$ cat config.mk
export PLATFORM = sky130hd
export DESIGN_NAME = cfgap_top
export DESIGN_NICKNAME = d
export VERILOG_FILES = /design/src/design/cfgap_pkg.sv /design/src/design/cfgap_regbank.sv /design/src/design/cfgap_top.sv
export VERILOG_INCLUDE_DIRS = /design/src /design/src/design
export SDC_FILE = /design/constraint.sdc
export NUM_CORES = 1
export LEC_CHECK = 0
export BUFFER_PORTS_ARGS = -buffer_cell sky130_fd_sc_hd__buf_2
export CORE_MARGIN = 2
export CORE_UTILIZATION = 60
export DETAILED_ROUTE_END_ITERATION = 12
export MAX_ROUTING_LAYER = met4
export PLACE_DENSITY = 0.85
export SLEW_MARGIN = 20
export SYNTH_ARGS = -nofsm -noshare
export SYNTH_HDL_FRONTEND = slang
export SYNTH_SLANG_ARGS = --single-unit
export TNS_END_PERCENT = 10
$ cat constraint.sdc
create_clock -name i_mclk -period 4.63 [get_ports i_mclk]
set_input_delay 0.463 -clock i_mclk [delete_from_list [all_inputs] [get_ports i_mclk]]
set_output_delay 0.463 -clock i_mclk [all_outputs]
set_load 0.01 [all_outputs]
$ cat src/design/cfgap_consts.svh
// constants of the configuration register access port
`ifndef CFGAP_CONSTS_SVH
`define CFGAP_CONSTS_SVH
`define CFGAP_TOK_WRITE   8'hC0
`define CFGAP_TOK_READ    8'hC1
`define CFGAP_TOK_END     8'h01
`define CFGAP_TOK_ACK     8'h03
`define CFGAP_TOK_NACK    8'h04
`define CFGAP_NOREPLY     8'hFF
`define CFGAP_PS_TAG      8'h0B
`define CFGAP_HDR_BYTES   3'h5
`define CFGAP_DATA_BYTES  3'h4
`define CFGAP_RD_STEPS    3'h6
`define CFGAP_SHORT_STEPS 3'h2
`define CFGAP_REG_RESET   32'h0000_0000
`endif

$ cat src/design/cfgap_pkg.sv
// types of the configuration register access port
package cfgap_pkg;
    typedef struct packed {
        logic       ctrl;
        logic [7:0] data;
    } cfgap_tok_t;

    typedef struct packed {
        logic        req;
        logic        we;
        logic [15:0] resid;
        logic [31:0] wdata;
    } cfgap_ps_req_t;

    typedef enum logic [2:0] {
        ST_IDLE  = 3'b000,
        ST_HDR   = 3'b001,
        ST_DATA  = 3'b010,
        ST_EOM   = 3'b011,
        ST_DRAIN = 3'b100,
        ST_EXEC  = 3'b101,
        ST_REPLY = 3'b110
    } cfgap_state_t;
endpackage : cfgap_pkg

$ cat src/design/cfgap_regbank.sv
// configuration register bank, register 0 read-only status
`timescale 1ns/1ps
`include "cfgap_consts.svh"
module cfgap_regbank #(
    parameter int NUM_REGS = 8
) (
    input  wire logic                     i_mclk,
    input  wire logic                     i_resetn,
    input  wire logic                     i_en,
    input  wire logic                     i_we,
    input  wire logic [15:0]              i_addr,
    input  wire logic [31:0]              i_wdata,
    input  wire logic [31:0]              i_stat,
    output logic      [31:0]              o_rdata,
    output logic                          o_hit,
    output logic      [NUM_REGS*32-1:0]   o_regs
);
    logic [31:0] regs_q [NUM_REGS];
    logic        in_range;

    assign in_range = (i_addr < 16'(NUM_REGS));
    // writes to the status word are refused, reads of it see live state
    assign o_hit   = in_range && !(i_we && (i_addr == 16'h0000));
    assign o_rdata = !in_range ? 32'h0000_0000 :
                     (i_addr == 16'h0000) ? i_stat : regs_q[i_addr[$clog2(NUM_REGS)-1:0]];

    always_ff @(posedge i_mclk or negedge i_resetn) begin
        if (!i_resetn) begin
            for (int i = 0; i < NUM_REGS; i++) begin
                regs_q[i] <= `CFGAP_REG_RESET;
            end
        end else if (i_en && i_we && o_hit) begin
            regs_q[i_addr[$clog2(NUM_REGS)-1:0]] <= i_wdata;
        end
    end

    always_comb begin
        for (int i = 0; i < NUM_REGS; i++) begin
            o_regs[i*32 +: 32] = (i == 0) ? i_stat : regs_q[i];
        end
    end
endmodule : cfgap_regbank

$ cat src/design/cfgap_top.sv
// token-message access port to the tile configuration registers
`timescale 1ns/1ps
`include "cfgap_consts.svh"
module cfgap_top #(
    parameter int NUM_REGS = 8
) (
    input  wire logic                       i_mclk,
    input  wire logic                       i_resetn,
    input  wire logic                       i_rx_valid,
    input  wire cfgap_pkg::cfgap_tok_t      i_rx_tok,
    output logic                            o_rx_ready,
    output logic                            o_tx_valid,
    output cfgap_pkg::cfgap_tok_t           o_tx_tok,
    output logic      [23:0]                o_tx_dest,
    input  wire logic                       i_tx_ready,
    input  wire cfgap_pkg::cfgap_ps_req_t   i_ps,
    output logic                            o_ps_ack,
    output logic                            o_ps_err,
    output logic      [31:0]                o_ps_rdata,
    output logic      [NUM_REGS*32-1:0]     o_cfg_regs
);
    cfgap_pkg::cfgap_state_t state_q;
    cfgap_pkg::cfgap_state_t state_d;
    logic        is_wr_q;
    logic        err_q;
    logic        ok_q;
    logic [2:0]  cnt_q;
    logic [2:0]  step_q;
    logic [39:0] hdr_q;
    logic [31:0] wdata_q;
    logic [31:0] rdata_q;
    logic [15:0] done_cnt_q;
    logic [15:0] fail_cnt_q;
    logic        acc;
    logic        use_cfg;
    logic        suppress;
    logic        ps_take;
    logic        ps_tag_ok;
    logic        tx_load;
    logic        last_step;
    logic        bank_en;
    logic        bank_we;
    logic [15:0] bank_addr;
    logic [31:0] bank_wdata;
    logic [31:0] bank_rdata;
    logic        bank_hit;

    assign acc       = i_rx_valid && o_rx_ready;
    assign use_cfg   = (state_q == cfgap_pkg::ST_EXEC);
    assign suppress  = is_wr_q && (hdr_q[23:16] == `CFGAP_NOREPLY);
    assign ps_tag_ok = (i_ps.resid[7:0] == `CFGAP_PS_TAG);
    // status access waits one cycle while a message uses the bank
    assign ps_take   = i_ps.req && !o_ps_ack && !use_cfg;
    assign tx_load   = (state_q == cfgap_pkg::ST_REPLY) && (!o_tx_valid || i_tx_ready);
    assign last_step = (step_q == ((ok_q && !is_wr_q) ? `CFGAP_RD_STEPS : `CFGAP_SHORT_STEPS) - 3'h1);

    assign bank_en    = use_cfg ? !err_q : (ps_take && ps_tag_ok);
    assign bank_we    = use_cfg ? is_wr_q : i_ps.we;
    assign bank_addr  = use_cfg ? hdr_q[15:0] : {8'h00, i_ps.resid[15:8]};
    assign bank_wdata = use_cfg ? wdata_q : i_ps.wdata;

    cfgap_regbank #(
        .NUM_REGS (NUM_REGS)
    ) u_bank (
        .i_mclk   (i_mclk),
        .i_resetn (i_resetn),
        .i_en     (bank_en),
        .i_we     (bank_we),
        .i_addr   (bank_addr),
        .i_wdata  (bank_wdata),
        .i_stat   ({fail_cnt_q, done_cnt_q}),
        .o_rdata  (bank_rdata),
        .o_hit    (bank_hit),
        .o_regs   (o_cfg_regs)
    );

    always_comb begin
        state_d = state_q;
        unique case (state_q)
            cfgap_pkg::ST_IDLE: begin
                if (acc && i_rx_tok.ctrl &&
                    (i_rx_tok.data == `CFGAP_TOK_WRITE || i_rx_tok.data == `CFGAP_TOK_READ)) begin
                    state_d = cfgap_pkg::ST_HDR;
                end
            end
            cfgap_pkg::ST_HDR, cfgap_pkg::ST_DATA: begin
                if (acc && i_rx_tok.ctrl) begin
                    // short message: fail at once if it closed, otherwise skip to its end
                    state_d = (i_rx_tok.data == `CFGAP_TOK_END) ? cfgap_pkg::ST_EXEC : cfgap_pkg::ST_DRAIN;
                end else if (acc && state_q == cfgap_pkg::ST_HDR && cnt_q == `CFGAP_HDR_BYTES - 3'h1) begin
                    state_d = is_wr_q ? cfgap_pkg::ST_DATA : cfgap_pkg::ST_EOM;
                end else if (acc && state_q == cfgap_pkg::ST_DATA && cnt_q == `CFGAP_DATA_BYTES - 3'h1) begin
                    state_d = cfgap_pkg::ST_EOM;
                end
            end
            cfgap_pkg::ST_EOM: begin
                if (acc) begin
                    state_d = (i_rx_tok.ctrl && i_rx_tok.data == `CFGAP_TOK_END) ?
                              cfgap_pkg::ST_EXEC : cfgap_pkg::ST_DRAIN;
                end
            end
            cfgap_pkg::ST_DRAIN: begin
                if (acc && i_rx_tok.ctrl && i_rx_tok.data == `CFGAP_TOK_END) begin
                    state_d = cfgap_pkg::ST_EXEC;
                end
            end
            cfgap_pkg::ST_EXEC: begin
                state_d = suppress ? cfgap_pkg::ST_IDLE : cfgap_pkg::ST_REPLY;
            end
            cfgap_pkg::ST_REPLY: begin
                if (tx_load && last_step) begin
                    state_d = cfgap_pkg::ST_IDLE;
                end
            end
            default: state_d = cfgap_pkg::ST_IDLE;
        endcase
    end

    always_ff @(posedge i_mclk or negedge i_resetn) begin
        if (!i_resetn) begin
            state_q    <= cfgap_pkg::ST_IDLE;
            o_rx_ready <= 1'b0;
        end else begin
            state_q    <= state_d;
            o_rx_ready <= (state_d inside {cfgap_pkg::ST_IDLE, cfgap_pkg::ST_HDR, cfgap_pkg::ST_DATA,
                                           cfgap_pkg::ST_EOM, cfgap_pkg::ST_DRAIN});
        end
    end

    // message parse: kind, byte count, fields, error
    always_ff @(posedge i_mclk or negedge i_resetn) begin
        if (!i_resetn) begin
            is_wr_q <= 1'b0;
            err_q   <= 1'b0;
            cnt_q   <= 3'h0;
            hdr_q   <= 40'h00_0000_0000;
            wdata_q <= 32'h0000_0000;
        end else if (acc) begin
            if (state_q == cfgap_pkg::ST_IDLE) begin
                is_wr_q <= (i_rx_tok.data == `CFGAP_TOK_WRITE);
                err_q   <= 1'b0;
                cnt_q   <= 3'h0;
            end else begin
                if (state_d == cfgap_pkg::ST_DRAIN ||
                    (state_d == cfgap_pkg::ST_EXEC && state_q != cfgap_pkg::ST_EOM &&
                     state_q != cfgap_pkg::ST_DRAIN)) begin
                    err_q <= 1'b1;
                end
                cnt_q <= (state_d != state_q) ? 3'h0 : cnt_q + 3'h1;
                if (!i_rx_tok.ctrl && state_q == cfgap_pkg::ST_HDR) begin
                    hdr_q <= {hdr_q[31:0], i_rx_tok.data};
                end
                if (!i_rx_tok.ctrl && state_q == cfgap_pkg::ST_DATA) begin
                    wdata_q <= {wdata_q[23:0], i_rx_tok.data};
                end
            end
        end
    end

    // execute and counters kept in the status word
    always_ff @(posedge i_mclk or negedge i_resetn) begin
        if (!i_resetn) begin
            ok_q       <= 1'b0;
            rdata_q    <= 32'h0000_0000;
            done_cnt_q <= 16'h0000;
            fail_cnt_q <= 16'h0000;
        end else if (use_cfg) begin
            ok_q    <= !err_q && bank_hit;
            rdata_q <= bank_rdata;
            if (!err_q && bank_hit) begin
                done_cnt_q <= done_cnt_q + 16'h0001;
            end else begin
                fail_cnt_q <= fail_cnt_q + 16'h0001;
            end
        end else if (tx_load && step_q != 3'h0 && !last_step) begin
            rdata_q <= {rdata_q[23:0], 8'h00};
        end
    end

    // reply tokens; held until the channel takes them
    always_ff @(posedge i_mclk or negedge i_resetn) begin
        if (!i_resetn) begin
            step_q     <= 3'h0;
            o_tx_valid <= 1'b0;
            o_tx_tok   <= '0;
            o_tx_dest  <= 24'h00_0000;
        end else begin
            if (use_cfg) begin
                step_q <= 3'h0;
            end else if (tx_load) begin
                step_q     <= step_q + 3'h1;
                o_tx_valid <= 1'b1;
                o_tx_dest  <= hdr_q[39:16];
                if (step_q == 3'h0) begin
                    o_tx_tok <= {1'b1, ok_q ? `CFGAP_TOK_ACK : `CFGAP_TOK_NACK};
                end else if (last_step) begin
                    o_tx_tok <= {1'b1, `CFGAP_TOK_END};
                end else begin
                    o_tx_tok <= {1'b0, rdata_q[31:24]};
                end
            end else if (i_tx_ready) begin
                o_tx_valid <= 1'b0;
            end
        end
    end

    // processor status read and write
    always_ff @(posedge i_mclk or negedge i_resetn) begin
        if (!i_resetn) begin
            o_ps_ack   <= 1'b0;
            o_ps_err   <= 1'b0;
            o_ps_rdata <= 32'h0000_0000;
        end else begin
            o_ps_ack <= ps_take;
            if (ps_take) begin
                o_ps_err   <= !ps_tag_ok || !bank_hit;
                o_ps_rdata <= (ps_tag_ok && bank_hit && !i_ps.we) ? bank_rdata : 32'h0000_0000;
            end
        end
    end

    AST_WR_OPEN: assert property (@(posedge i_mclk) disable iff (!i_resetn)
        state_q == cfgap_pkg::ST_IDLE && acc && i_rx_tok.ctrl && i_rx_tok.data == `CFGAP_TOK_WRITE
        |=> state_q == cfgap_pkg::ST_HDR && is_wr_q) else $error("write open token not taken");
    AST_RD_NO_DATA: assert property (@(posedge i_mclk) disable iff (!i_resetn)
        state_q == cfgap_pkg::ST_HDR && !is_wr_q && acc && !i_rx_tok.ctrl && cnt_q == 3'h4
        |=> state_q == cfgap_pkg::ST_EOM) else $error("read expected data field");
    AST_FIRST_TOKEN: assert property (@(posedge i_mclk) disable iff (!i_resetn)
        tx_load && step_q == 3'h0
        |=> o_tx_valid && o_tx_tok == {1'b1, $past(ok_q) ? `CFGAP_TOK_ACK : `CFGAP_TOK_NACK})
        else $error("wrong first reply token");
    AST_READ_WORD: assert property (@(posedge i_mclk) disable iff (!i_resetn)
        tx_load && step_q == 3'h1 && ok_q && !is_wr_q
        |=> !o_tx_tok.ctrl && o_tx_tok.data == $past(rdata_q[31:24])) else $error("read data byte wrong");
    AST_SUPPRESS: assert property (@(posedge i_mclk) disable iff (!i_resetn)
        use_cfg && is_wr_q && hdr_q[23:16] == 8'hFF
        |=> state_q == cfgap_pkg::ST_IDLE ##1 state_q != cfgap_pkg::ST_REPLY)
        else $error("suppressed write replied");
    AST_BAD_REG: assert property (@(posedge i_mclk) disable iff (!i_resetn)
        use_cfg && hdr_q[15:0] >= 16'(NUM_REGS) |=> !ok_q) else $error("unknown register succeeded");
    AST_CTRL_APART: assert property (@(posedge i_mclk) disable iff (!i_resetn)
        state_q == cfgap_pkg::ST_DATA && acc && i_rx_tok.ctrl |=> state_q != cfgap_pkg::ST_DATA && err_q)
        else $error("control token taken as data");
    AST_PS_TAG: assert property (@(posedge i_mclk) disable iff (!i_resetn)
        ps_take && i_ps.resid[7:0] != 8'h0B |=> o_ps_ack && o_ps_err) else $error("bad resource id accepted");
    AST_PS_WORD: assert property (@(posedge i_mclk) disable iff (!i_resetn)
        ps_take && ps_tag_ok && bank_hit && !i_ps.we |=> o_ps_rdata == $past(bank_rdata) && !o_ps_err)
        else $error("status read word wrong");
    AST_MSB_FIRST: assert property (@(posedge i_mclk) disable iff (!i_resetn)
        state_q == cfgap_pkg::ST_DATA && acc && !i_rx_tok.ctrl |=> wdata_q[7:0] == $past(i_rx_tok.data))
        else $error("data byte order wrong");

    COV_WRITE_OK: cover property (@(posedge i_mclk) disable iff (!i_resetn) use_cfg && is_wr_q && bank_hit && !err_q);
    COV_READ_REPLY: cover property (@(posedge i_mclk) disable iff (!i_resetn)
        tx_load && last_step && ok_q && !is_wr_q);
    COV_PS_WRITE: cover property (@(posedge i_mclk) disable iff (!i_resetn) ps_take && i_ps.we && ps_tag_ok);
endmodule : cfgap_top

# After elaboration in Yosys (flattened, before gate mapping)
# Cells that the tools add are included.
# word_totals
latch_bits	0
ff_bits	473
ramBits	0
wordCells	164
inputBits	63
output_inout_bits	325
mem_bits_ro	0
memories	0
# op_classes
eq_ne	22
bitwise_logic	4
div_mod_pow	0
n_reduce_logical	64
n_lt_le_gt_ge	3
mux	39
n_shift	0
addsub	5
n_mul	0
# op_table
operator	n
$mux W32	9
$bwmux W256	1
$bmux W32 S3	1
$demux W32 S3	1
$mux W3	14
$add A16 B1 Y16 const B	2
$logic_and A1 B1 Y1	30
$eq A8 B8 Y1 const B	3
$eq A3 B3 Y1 const B	6
$mux W9	2
$pmux W3 S6	1
$logic_not A16 Y1	1
$lt A16 B4 Y1 const B	1
$mux W16	1
$eq A3 B2 Y1 const B	5
$reduce_and A2 Y1	6
$logic_not A1 Y1	11
$logic_not A3 Y1	3
$mux W1	9
$eq A8 B1 Y1 const B	1
$eq A8 B4 Y1 const B	1
$reduce_bool A2 Y1	4
$add A3 B1 Y3 const B	2
$eq A3 B1 Y1 const B	2
14 further kinds	20

# Logic depth before layout (Yosys ltp)
# Gate-level depths: netlist of run 1.
# logic_depth
word_depth	14
ltp_mapped	11
ltp_nobuf	8

# Hierarchy
# Synthesis of run 1 repeated with hierarchy kept, for this count alone.
# hier_totals
hier_cells	1900
hier_area_um2	22087.4
# by_module_without_submodules
mod	seq_area_each_um2	cells_each	n_inst	area_per_inst_um2
cfgap_regbank	5605.4	1012	1	12577.1
cfgap_top	5430.2	888	1	9510.4

# Worst setup path after synthesis of run 1
# OpenSTA, ideal clock, no wires.
# synth_timing
path_kind	in2reg
from	input port i_ps[46] (netlist name)
to	register u_bank.regs_q, in the netlist u_bank.o_regs[65]
path_slack_ns	2.163
required_time_ns	4.502
path_stages	8
setup_time_ns	0.128
path_buffers	2
t_arrival_ns	2.339
cell_sequence	or4_1 -> nor3_2 -> a21oi_1 -> a221oi_4 -> nand2b_1 -> clkbuf_1 -> buf_2 -> mux2_1
# synth_between
elab_chain_len	6
elab_cells_between_ends	7
cone_classes	order compare (1); mux (1); reduce/logical (5)
# synth_rtl
item	line_no	source
start: declaration	cfgap_top.sv:16	input wire cfgap_pkg::cfgap_ps_req_t i_ps,
$mux W16 (*)	cfgap_top.sv:59	assign bank_addr = use_cfg ? hdr_q[15:0] : {8'h00, i_ps.resid[15:8]};
branches (longest 3 deep; another with $lt A16 B4 Y1)	-	
$logic_and A1 B1 Y1 (*)	cfgap_regbank.sv:23	assign o_hit = in_range && !(i_we && (i_addr == 16'h0000));
$logic_and A1 B1 Y1 (*)	cfgap_regbank.sv:32	end else if (i_en && i_we && o_hit) begin
end signal: indexed assignment	cfgap_regbank.sv:30	regs_q[i] <= `CFGAP_REG_RESET;
end signal: indexed assignment	cfgap_regbank.sv:33	regs_q[i_addr[$clog2(NUM_REGS)-1:0]] <= i_wdata;
end: declaration	cfgap_regbank.sv:18	logic [31:0] regs_q [NUM_REGS];
# Mark *: on every way between the ends.
# A chain may end at the register's enable or synchronous reset.

# Worst setup path in the final report of run 1
# layout_timing
from	register state_q[0]
to	register o_ps_rdata[10]
# layout_between
elab_chain_len	9
elab_cells_between_ends	19
cone_classes	order compare (1); eq/ne (1); mux (8); bitwise (1); reduce/logical (8)
# layout_rtl
item	line_no	source
start: declaration	cfgap_top.sv:22	cfgap_pkg::cfgap_state_t state_q;
start signal: assignment	cfgap_top.sv:121	state_q <= cfgap_pkg::ST_IDLE;
start signal: assignment	cfgap_top.sv:124	state_q <= state_d;
$eq A3 B3 Y1 (*)	cfgap_top.sv:49	assign use_cfg = (state_q == cfgap_pkg::ST_EXEC);
branches (longest 8 deep; another with $lt A16 B4 Y1)	-	
end signal: assignment	cfgap_top.sv:217	o_ps_rdata <= (ps_tag_ok && bank_hit && !i_ps.we) ? bank_rdata : 32'h0000_0000;
end: declaration	cfgap_top.sv:19	output logic [31:0] o_ps_rdata,
# Mark *: on every way between the ends. The select of a mux whose other input is x is not followed.

==> results of run 1 <==
## cell usage in the layout, fill, tap and decap left out, types with 7 or more instances in the layout
master	Yosys	final
buf_4	224	53
nor2b_1	10	10
a31oi_1	9	9
o32ai_1	16	16
mux2i_1	25	25
clkbuf_16	0	47
or3_1	7	7
a21oi_1	30	28
nor3_1	36	36
nand2b_1	10	8
xor2_1	13	13
mux2_2	323	323
o22a_1	7	7
nor4_1	11	10
nand2_1	330	330
clkbuf_1	54	9
a22oi_1	10	10
nor2_1	63	63
nand4_1	13	13
xnor2_1	19	19
inv_1	20	20
clkinv_2	0	7
or4_1	10	10
dfrtp_1	441	441
ha_1	8	8
clkbuf_8	0	10
nand3_1	31	26
buf_2	39	386
o22ai_1	27	27
a32oi_1	9	9
a211oi_1	8	8
o21ai_0	94	94
## where the power goes
part	internal (mW)	switching, mW
Combinational	0.537	0.828
Sequential	4.14	0.328
Clock	2.20	1.59
## cell families (layout without fill, tap and decap cells)
logic type | count (synthesis) | count (layout) | synth area share
buf+inv | 354 | 548 | 0.1021
flops | 441 | 441 | 0.5029
simple gates | 555 | 555 | 0.1127
compound gates | 273 | 273 | 0.08342
xor+xnor | 32 | 32 | 0.01277
mux | 354 | 354 | 0.1810
fa+ha+maj | 9 | 9 | 0.005018
other cells | 0 | 3 | 0
## final cells by class
type / instances / area [µm²]
inverter: 20 / 75.07
timing repair buffer: 446 / 2455
fill: 2834 / 11930
multi-input combinational: 1223 / 8727
sequential: 441 / 11040
tap: 468 / 585.6
clock buffer: 66 / 1348
clock inverter: 16 / 187.7
antenna: 3 / 7.507
## flip-flops by register name, summed over array words and instances (netlist names)
name	flops
o_tx_tok	9
ok_q	1
is_wr_q	1
step_q	3
o_tx_valid	1
hdr_q	40
err_q	1
o_ps_ack	1
state_q	3
o_ps_rdata	32
fail_cnt_q	16
rdata_q	32
done_cnt_q	16
cnt_q	3
wdata_q	32
o_ps_err	1
u_bank.o_regs	224
o_tx_dest	24
o_rx_ready	1
## metal layers
layer | global-route usage | part of all wire | routed length, µm
met4 | 0.1679 | 0.048 | 3535
met2 | 0.5742 | 0.45 | 32860
met1 | 0.5348 | 0.38 | 28420
met3 | 0.09775 | 0.12 | 9019
met5 | - | 0 | 0
## cells in the mapped netlist (11+ instances only)
| master | n |
|---|---|
| dfrtp_1 | 441 |
| nand2_1 | 330 |
| mux2_2 | 323 |
| buf_4 | 224 |
| o21ai_0 | 94 |
| nor2_1 | 63 |
| clkbuf_1 | 54 |
| buf_2 | 39 |
| nor3_1 | 36 |
| nand3_1 | 31 |
| a21oi_1 | 30 |
| o22ai_1 | 27 |
| mux2i_1 | 25 |
| inv_1 | 20 |
| xnor2_1 | 19 |
| o32ai_1 | 16 |
| buf_1 | 14 |
| nand4_1 | 13 |
| xor2_1 | 13 |
| nor4_1 | 11 |
## worst max path at each step
stage	end	slack, ns	startpoint
after floorplan	u_bank.o_regs[65]	2.16	i_ps[46]
after global placement	o_ps_rdata[13]	1.12	state_q[0]
after detailed placement	o_ps_rdata[20]	0.96	state_q[0]
after CTS	o_ps_rdata[20]	0.95	state_q[0]
after global routing	o_ps_rdata[20]	0.71	state_q[0]
final	o_ps_rdata[10]	0.83	state_q[0]
## worst max-delay path: cells and delay by family (launching register included)
family,cells,cell delay [ns]
AO/OA/AOI/OAI,3,1.11
AND/OR/NAND/NOR,2,1.09
flip-flops,1,0.65
multiplexers,1,0.82
## what timing repair did
action | in CTS | in global routing
buffers inserted | 0 | 0
gates resized for setup | 0 | 0
hold buffers | 1 | 0
endpoints found under the hold margin | 37 | 0
## stage by stage
stage | util | hold slack (ns) | setup WS, ns | cell area [µm²] | total power, mW
floorplan | - | 0.1674 | 2.163 | 21940 | 5.261
global placement | 0.6292 | 0.4459 | 1.119 | 22870 | 5.773
detailed placement | 0.6292 | 0.4517 | 0.9645 | 22870 | 5.841
CTS | 0.6717 | 0.1400 | 0.9509 | 24410 | 9.590
global route | 0.6718 | 0.1470 | 0.7053 | 24420 | 9.922
finish | 0.6719 | 0.1527 | 0.8279 | 24420 | 9.622
==> results_dict.tcl, run 1 <==
set metrics [dict create \
    post_layout_nonfiller_instances 2683 \
    maxCapViolCount 0 \
    num_vias 17370 \
    fmax_mhz 263.0 \
    grt_usage 0.3960 \
    synthesis.area_um2 21940 \
    path_max_fanout 22 \
    slew_violations 0 \
    nNetsFinal 2249 \
    grt_pass1_wl_mm 108.8 \
    clock_sinks 441 \
    cp_slowest_cell "mux2i_4" \
    syn_area_per_cell_um2 10.87 \
    slew_headroom 0.2137 \
    hp-start "i_rx_tok[4]" \
    vdd_drop_max_mv 0.2621 \
    area_growth_pct 11.29 \
    min_delay_path_depth 2 \
    cts_tree "built" \
    worstReg2RegEnd "o_ps_rdata[10]" \
    globalplace.congestion 1.024 \
    holdPathEnd "wdata_q[4]" \
    detail_route.vias_per_cell 6.473 \
    rows 70 \
    grt-ovfl-total 0 \
    die_h_um 195.2 \
    drt_first_pass_iters 6 \
    syn_inst 2018 \
    cts-buffers-inserted 46 \
    fp.coreArea_um2 36350 \
    synth_fp_nets 2089 \
    final.setup.tns_ns 0 \
    die_w_um 195.2 \
    wl_per_cell_um 27.52 \
    routed_wl_mm 73.84 \
    power.density_nw_per_um2 394.0 \
    setup_viol 0 \
    drc 0 \
    io_pins 388 \
    port_buffers 387 \
    rsz0062_at_grt "no" \
    synth_cell_types 73 \
    synthTopCellsByArea "dfrtp_1, mux2_2, buf_4" \
    ys_seq_area_frac 0.5029 \
    ys_warn_count 0 \
    start_util 0.6037 \
    holdCritPathClass "input pin to register" \
    insertion_delay_ns 0.57 \
    place_inst 2597 \
    grt_pass1_vias 16940 \
    die_area_um2 38120 \
    root_buffer "clkbuf_16" \
    ys.flop_type "dfrtp_1" \
    reg2reg_slack_ns 0.83 \
    antenna_found_initial 5 \
    p_leak_nw 12.95 \
    drt_iter0_drc 2220 \
    crit_path_max_incr_delay_ns 0.82 \
    grt_max_degree 118 \
    synthArstFlopShare 1.000 \
    end_kind "register" \
    reg2reg_from "state_q[0]" \
    critPathLaunchType "register" \
    skew_ns 0.02365 \
    dp_hpwl_mm 52.74 \
    ant_nets 0 \
    drive_above_1_share 0.3924 \
    r2r_cells 6 \
    period_share 0.8212 \
    clockBufferDepth 3 \
    yosysTopAreaCell "dfrtp_1" \
    period_needed_ns 3.802 \
    status "finished clean" \
    critPathArrivalTime_ns 4.26 \
    cts_htree_levels 2 \
    ys_seq_elements 441 \
    path_clk_slew_ns 0.06 \
    synth-edff-count 0 \
    finalHoldViolations 0 \
    worstSetupPathType "register to register" \
    worstMarginPinSlew_ns 1.175 \
    path_cells "and3b_2, mux2i_4, nor2_1, a22oi_1, o2111ai_1, o21ai_0" \
    crit_required_ns 5.09 \
    yosysTopAreaCellShare 0.5029 \
]
Note: power is estimated with default switching activity, not from simulation.
==> run 2, diff against run 1 <==
--- a/config.mk
+++ b/config.mk
@@ -6,12 +6,13 @@
 export SDC_FILE = /design/constraint.sdc
 export NUM_CORES = 1
 export LEC_CHECK = 0
+export ABC_AREA = 1
 export BUFFER_PORTS_ARGS = -buffer_cell sky130_fd_sc_hd__buf_2
 export CORE_MARGIN = 2
-export CORE_UTILIZATION = 60
+export CORE_UTILIZATION = 57
 export DETAILED_ROUTE_END_ITERATION = 12
 export MAX_ROUTING_LAYER = met4
-export PLACE_DENSITY = 0.85
+export PLACE_DENSITY = 0.81
 export SLEW_MARGIN = 20
 export SYNTH_ARGS = -nofsm -noshare
 export SYNTH_HDL_FRONTEND = slang
==> constraint.sdc (replaced) <==
create_clock -name i_mclk -period 3.5 [get_ports i_mclk]
set_input_delay 0.35 -clock i_mclk [delete_from_list [all_inputs] [get_ports i_mclk]]
set_output_delay 0.35 -clock i_mclk [all_outputs]
set_load 0.01 [all_outputs]
==> results_dict.tcl, run 2 <==
set metrics [dict create \
    status "finished clean" \
    drt_first_pass_iters 7 \
    synthesis.area_um2 22890 \
    final.setup.tns_ns 0 \
    holdCritPathClass "input pin to register" \
    power.density_nw_per_um2 433.8 \
    synth_common_cells "nand2_1, dfrtp_1, o21ai_0" \
    p_leak_nw 13.37 \
    critPathArrivalTime_ns 3.79 \
    slew_headroom 0.3017 \
    power_switching_mw 2.624 \
    cts_tree "built" \
    netSwitchingFraction 0.2390 \
    reg2reg_slack_ns 0.19 \
    root_buffer "clkbuf_16" \
    synth_fp_nets 2985 \
    path_max_fanout 35 \
    io_pins 388 \
    holdBufCountCts 1 \
    layout_common_cells "nand2_1, dfrtp_1, o21ai_0, buf_2, inv_1" \
    port_buffers 387 \
    period_share 0.9467 \
    largest_reg_flops 224 \
    die_h_um 204.4 \
    grt-ovfl-total 0 \
    cp_slowest_cell "dfrtp_1" \
    insertion_delay_ns 0.59 \
    worstSetupPathType "register to register" \
    synthTopCellsByArea "dfrtp_1, nand2_1, o21ai_0" \
    grt_usage 0.3882 \
    die_w_um 204.4 \
    vdd_drop_max_mv 0.3233 \
    path_cells "nand3_4, nand2_1, nand2_2, nor2_4, nand3b_2, nand2_2, inv_2, nand2_4, buf_4, nor2_4, buf_4, o21ai_0" \
    worstMarginPinSlew_ns 1.040 \
    cts_setup_buffers 0 \
    skew_ns 0.02388 \
    num_vias 21020 \
    crit_path_max_incr_delay_ns 0.63 \
    end_kind "register" \
    cts_htree_levels 2 \
    ant_nets 0 \
    detail_route.vias_per_cell 5.851 \
    crit_family "simple AND/OR/NAND/NOR gates" \
    setup_viol 0 \
    yosysTopAreaCellShare 0.4887 \
    fp.coreArea_um2 39640 \
    critPathLaunchType "register" \
    finalHoldViolations 0 \
    synthArstFlopShare 1.000 \
    seq_power_share 0.471 \
    cts_resized 0 \
    maxCapViolCount 0 \
    pwr-share-comb 0.051 \
    grt_pass1_wl_mm 118.4 \
    routed_wl_mm 79.33 \
    slew_violations 0 \
    syn_area_per_cell_um2 7.855 \
    ys_warn_count 0 \
    period_needed_ns 3.313 \
    start_util 0.5775 \
    grt_max_degree 108 \
    nNetsFinal 3097 \
    clockBufferDepth 3 \
    crit_required_ns 3.98 \
    ys_seq_area_frac 0.4887 \
    fmax_mhz 301.8 \
    yosysMostFrequentCell "nand2_1" \
    synth_cell_types 33 \
    intPower_mw 8.358 \
    clock_sinks 447 \
    yosysTopAreaCell "dfrtp_1" \
    rsz0062_at_grt "no" \
    path_clk_slew_ns 0.07 \
    drt_iter0_drc 2556 \
    antenna_found_initial 3 \
    ys.flop_type "dfrtp_1" \
    rows 73 \
    grt_pass1_vias 19800 \
    pwr-share-clk 0.478 \
    syn_inst 2914 \
    drc 0 \
    globalplace.congestion 1.013 \
    final_common_cell "nand2_1" \
    drive_above_1_share 0.1825 \
    wl_per_cell_um 22.08 \
    post-route-util 0.6386 \
    dp_hpwl_mm 57.35 \
    cts-buffers-inserted 48 \
    synth-edff-count 0 \
    ys_seq_elements 447 \
    area_growth_pct 10.59 \
    die_area_um2 41780 \
    cp_num_buf_inv 3 \
]
-- run 2: final cells by class --
cell class | count | area (µm²)
inverter | 283 | 1062
clock buffer | 66 | 1430
multi-input combinational | 1800 | 8283
fill | 3431 | 14330
timing repair buffer | 446 | 2492
sequential | 447 | 11190
tap | 525 | 656.9
antenna | 4 | 10.01
clock inverter | 21 | 195.2
-- run 2: logic make-up after synthesis --
| logic type | Yosys count | share of synthesized area |
|---|---|---|
| adders and majority gates | 8 | 0.004373 |
| buffers and inverters | 667 | 0.1522 |
| xor gates and xnor gates | 25 | 0.009565 |
| DFF | 447 | 0.4887 |
| and+or+nand+nor | 1239 | 0.2275 |
| AOI/OAI and AO/OA | 528 | 0.1177 |
-- run 2: layer usage --
metal  vias to the layer above  wire length, µm  GRT usage
met1                     10030            30120     0.4997
met2                      1405            35290     0.5760
met3                       264             9246    0.08897
met4                         0             4665     0.2003
met5                         -                0          -
li1                       9322                -          -
-- run 2: path summary, 6_finish.rpt --
| check | start | cells past startpoint | to |
|---|---|---|---|
| setup / recovery | state_q[0] | 12 | u_bank.o_regs[163] |
| hold / removal | i_rx_tok[3] | 3 | hdr_q[3] |
| setup reg to reg | state_q[0] | 12 | u_bank.o_regs[163] |
| hold reg to reg | u_bank.regs_q[228] | 0 | u_bank.regs_q[228] |
| max in group asynchronous | i_resetn | 3 | wdata_q[12] |
| min in group asynchronous | i_resetn | 2 | hdr_q[26] |
-- run 2: stage by stage --
step | setup slack [ns] | hold slack, ns | power, mW | cell area, µm² | cells
after floorplan | 1.460 | 0.05441 | 5.486 | 22890 | 2914
after global placement | 0.4659 | 0.3617 | 5.807 | 23660 | 3500
after detailed placement | 0.3047 | 0.3634 | 5.810 | 23660 | 3500
after CTS | 0.2693 | 0.05801 | 10.97 | 25300 | 3588
after global routing | 0.05536 | 0.06494 | 11.25 | 25310 | 3591
final | 0.1867 | 0.07869 | 10.98 | 25320 | 3592
-- run 2: power groups by stage --
stage | registers [mW] | clock network, mW | logic [mW]
2_1_floorplan | 5.27 | 0 | 0.215
3_3_place_gp | 5.27 | 0 | 0.537
3_5_place_dp | 5.27 | 0 | 0.540
4_1_cts | 5.18 | 5.25 | 0.544
5_1_grt | 5.17 | 5.49 | 0.596
6_report | 5.17 | 5.25 | 0.560
-- run 2: worst min-delay path: stages --
cell and delay (ns):
buf_2 0.10, inv_1 0.08, o21ai_0 0.09
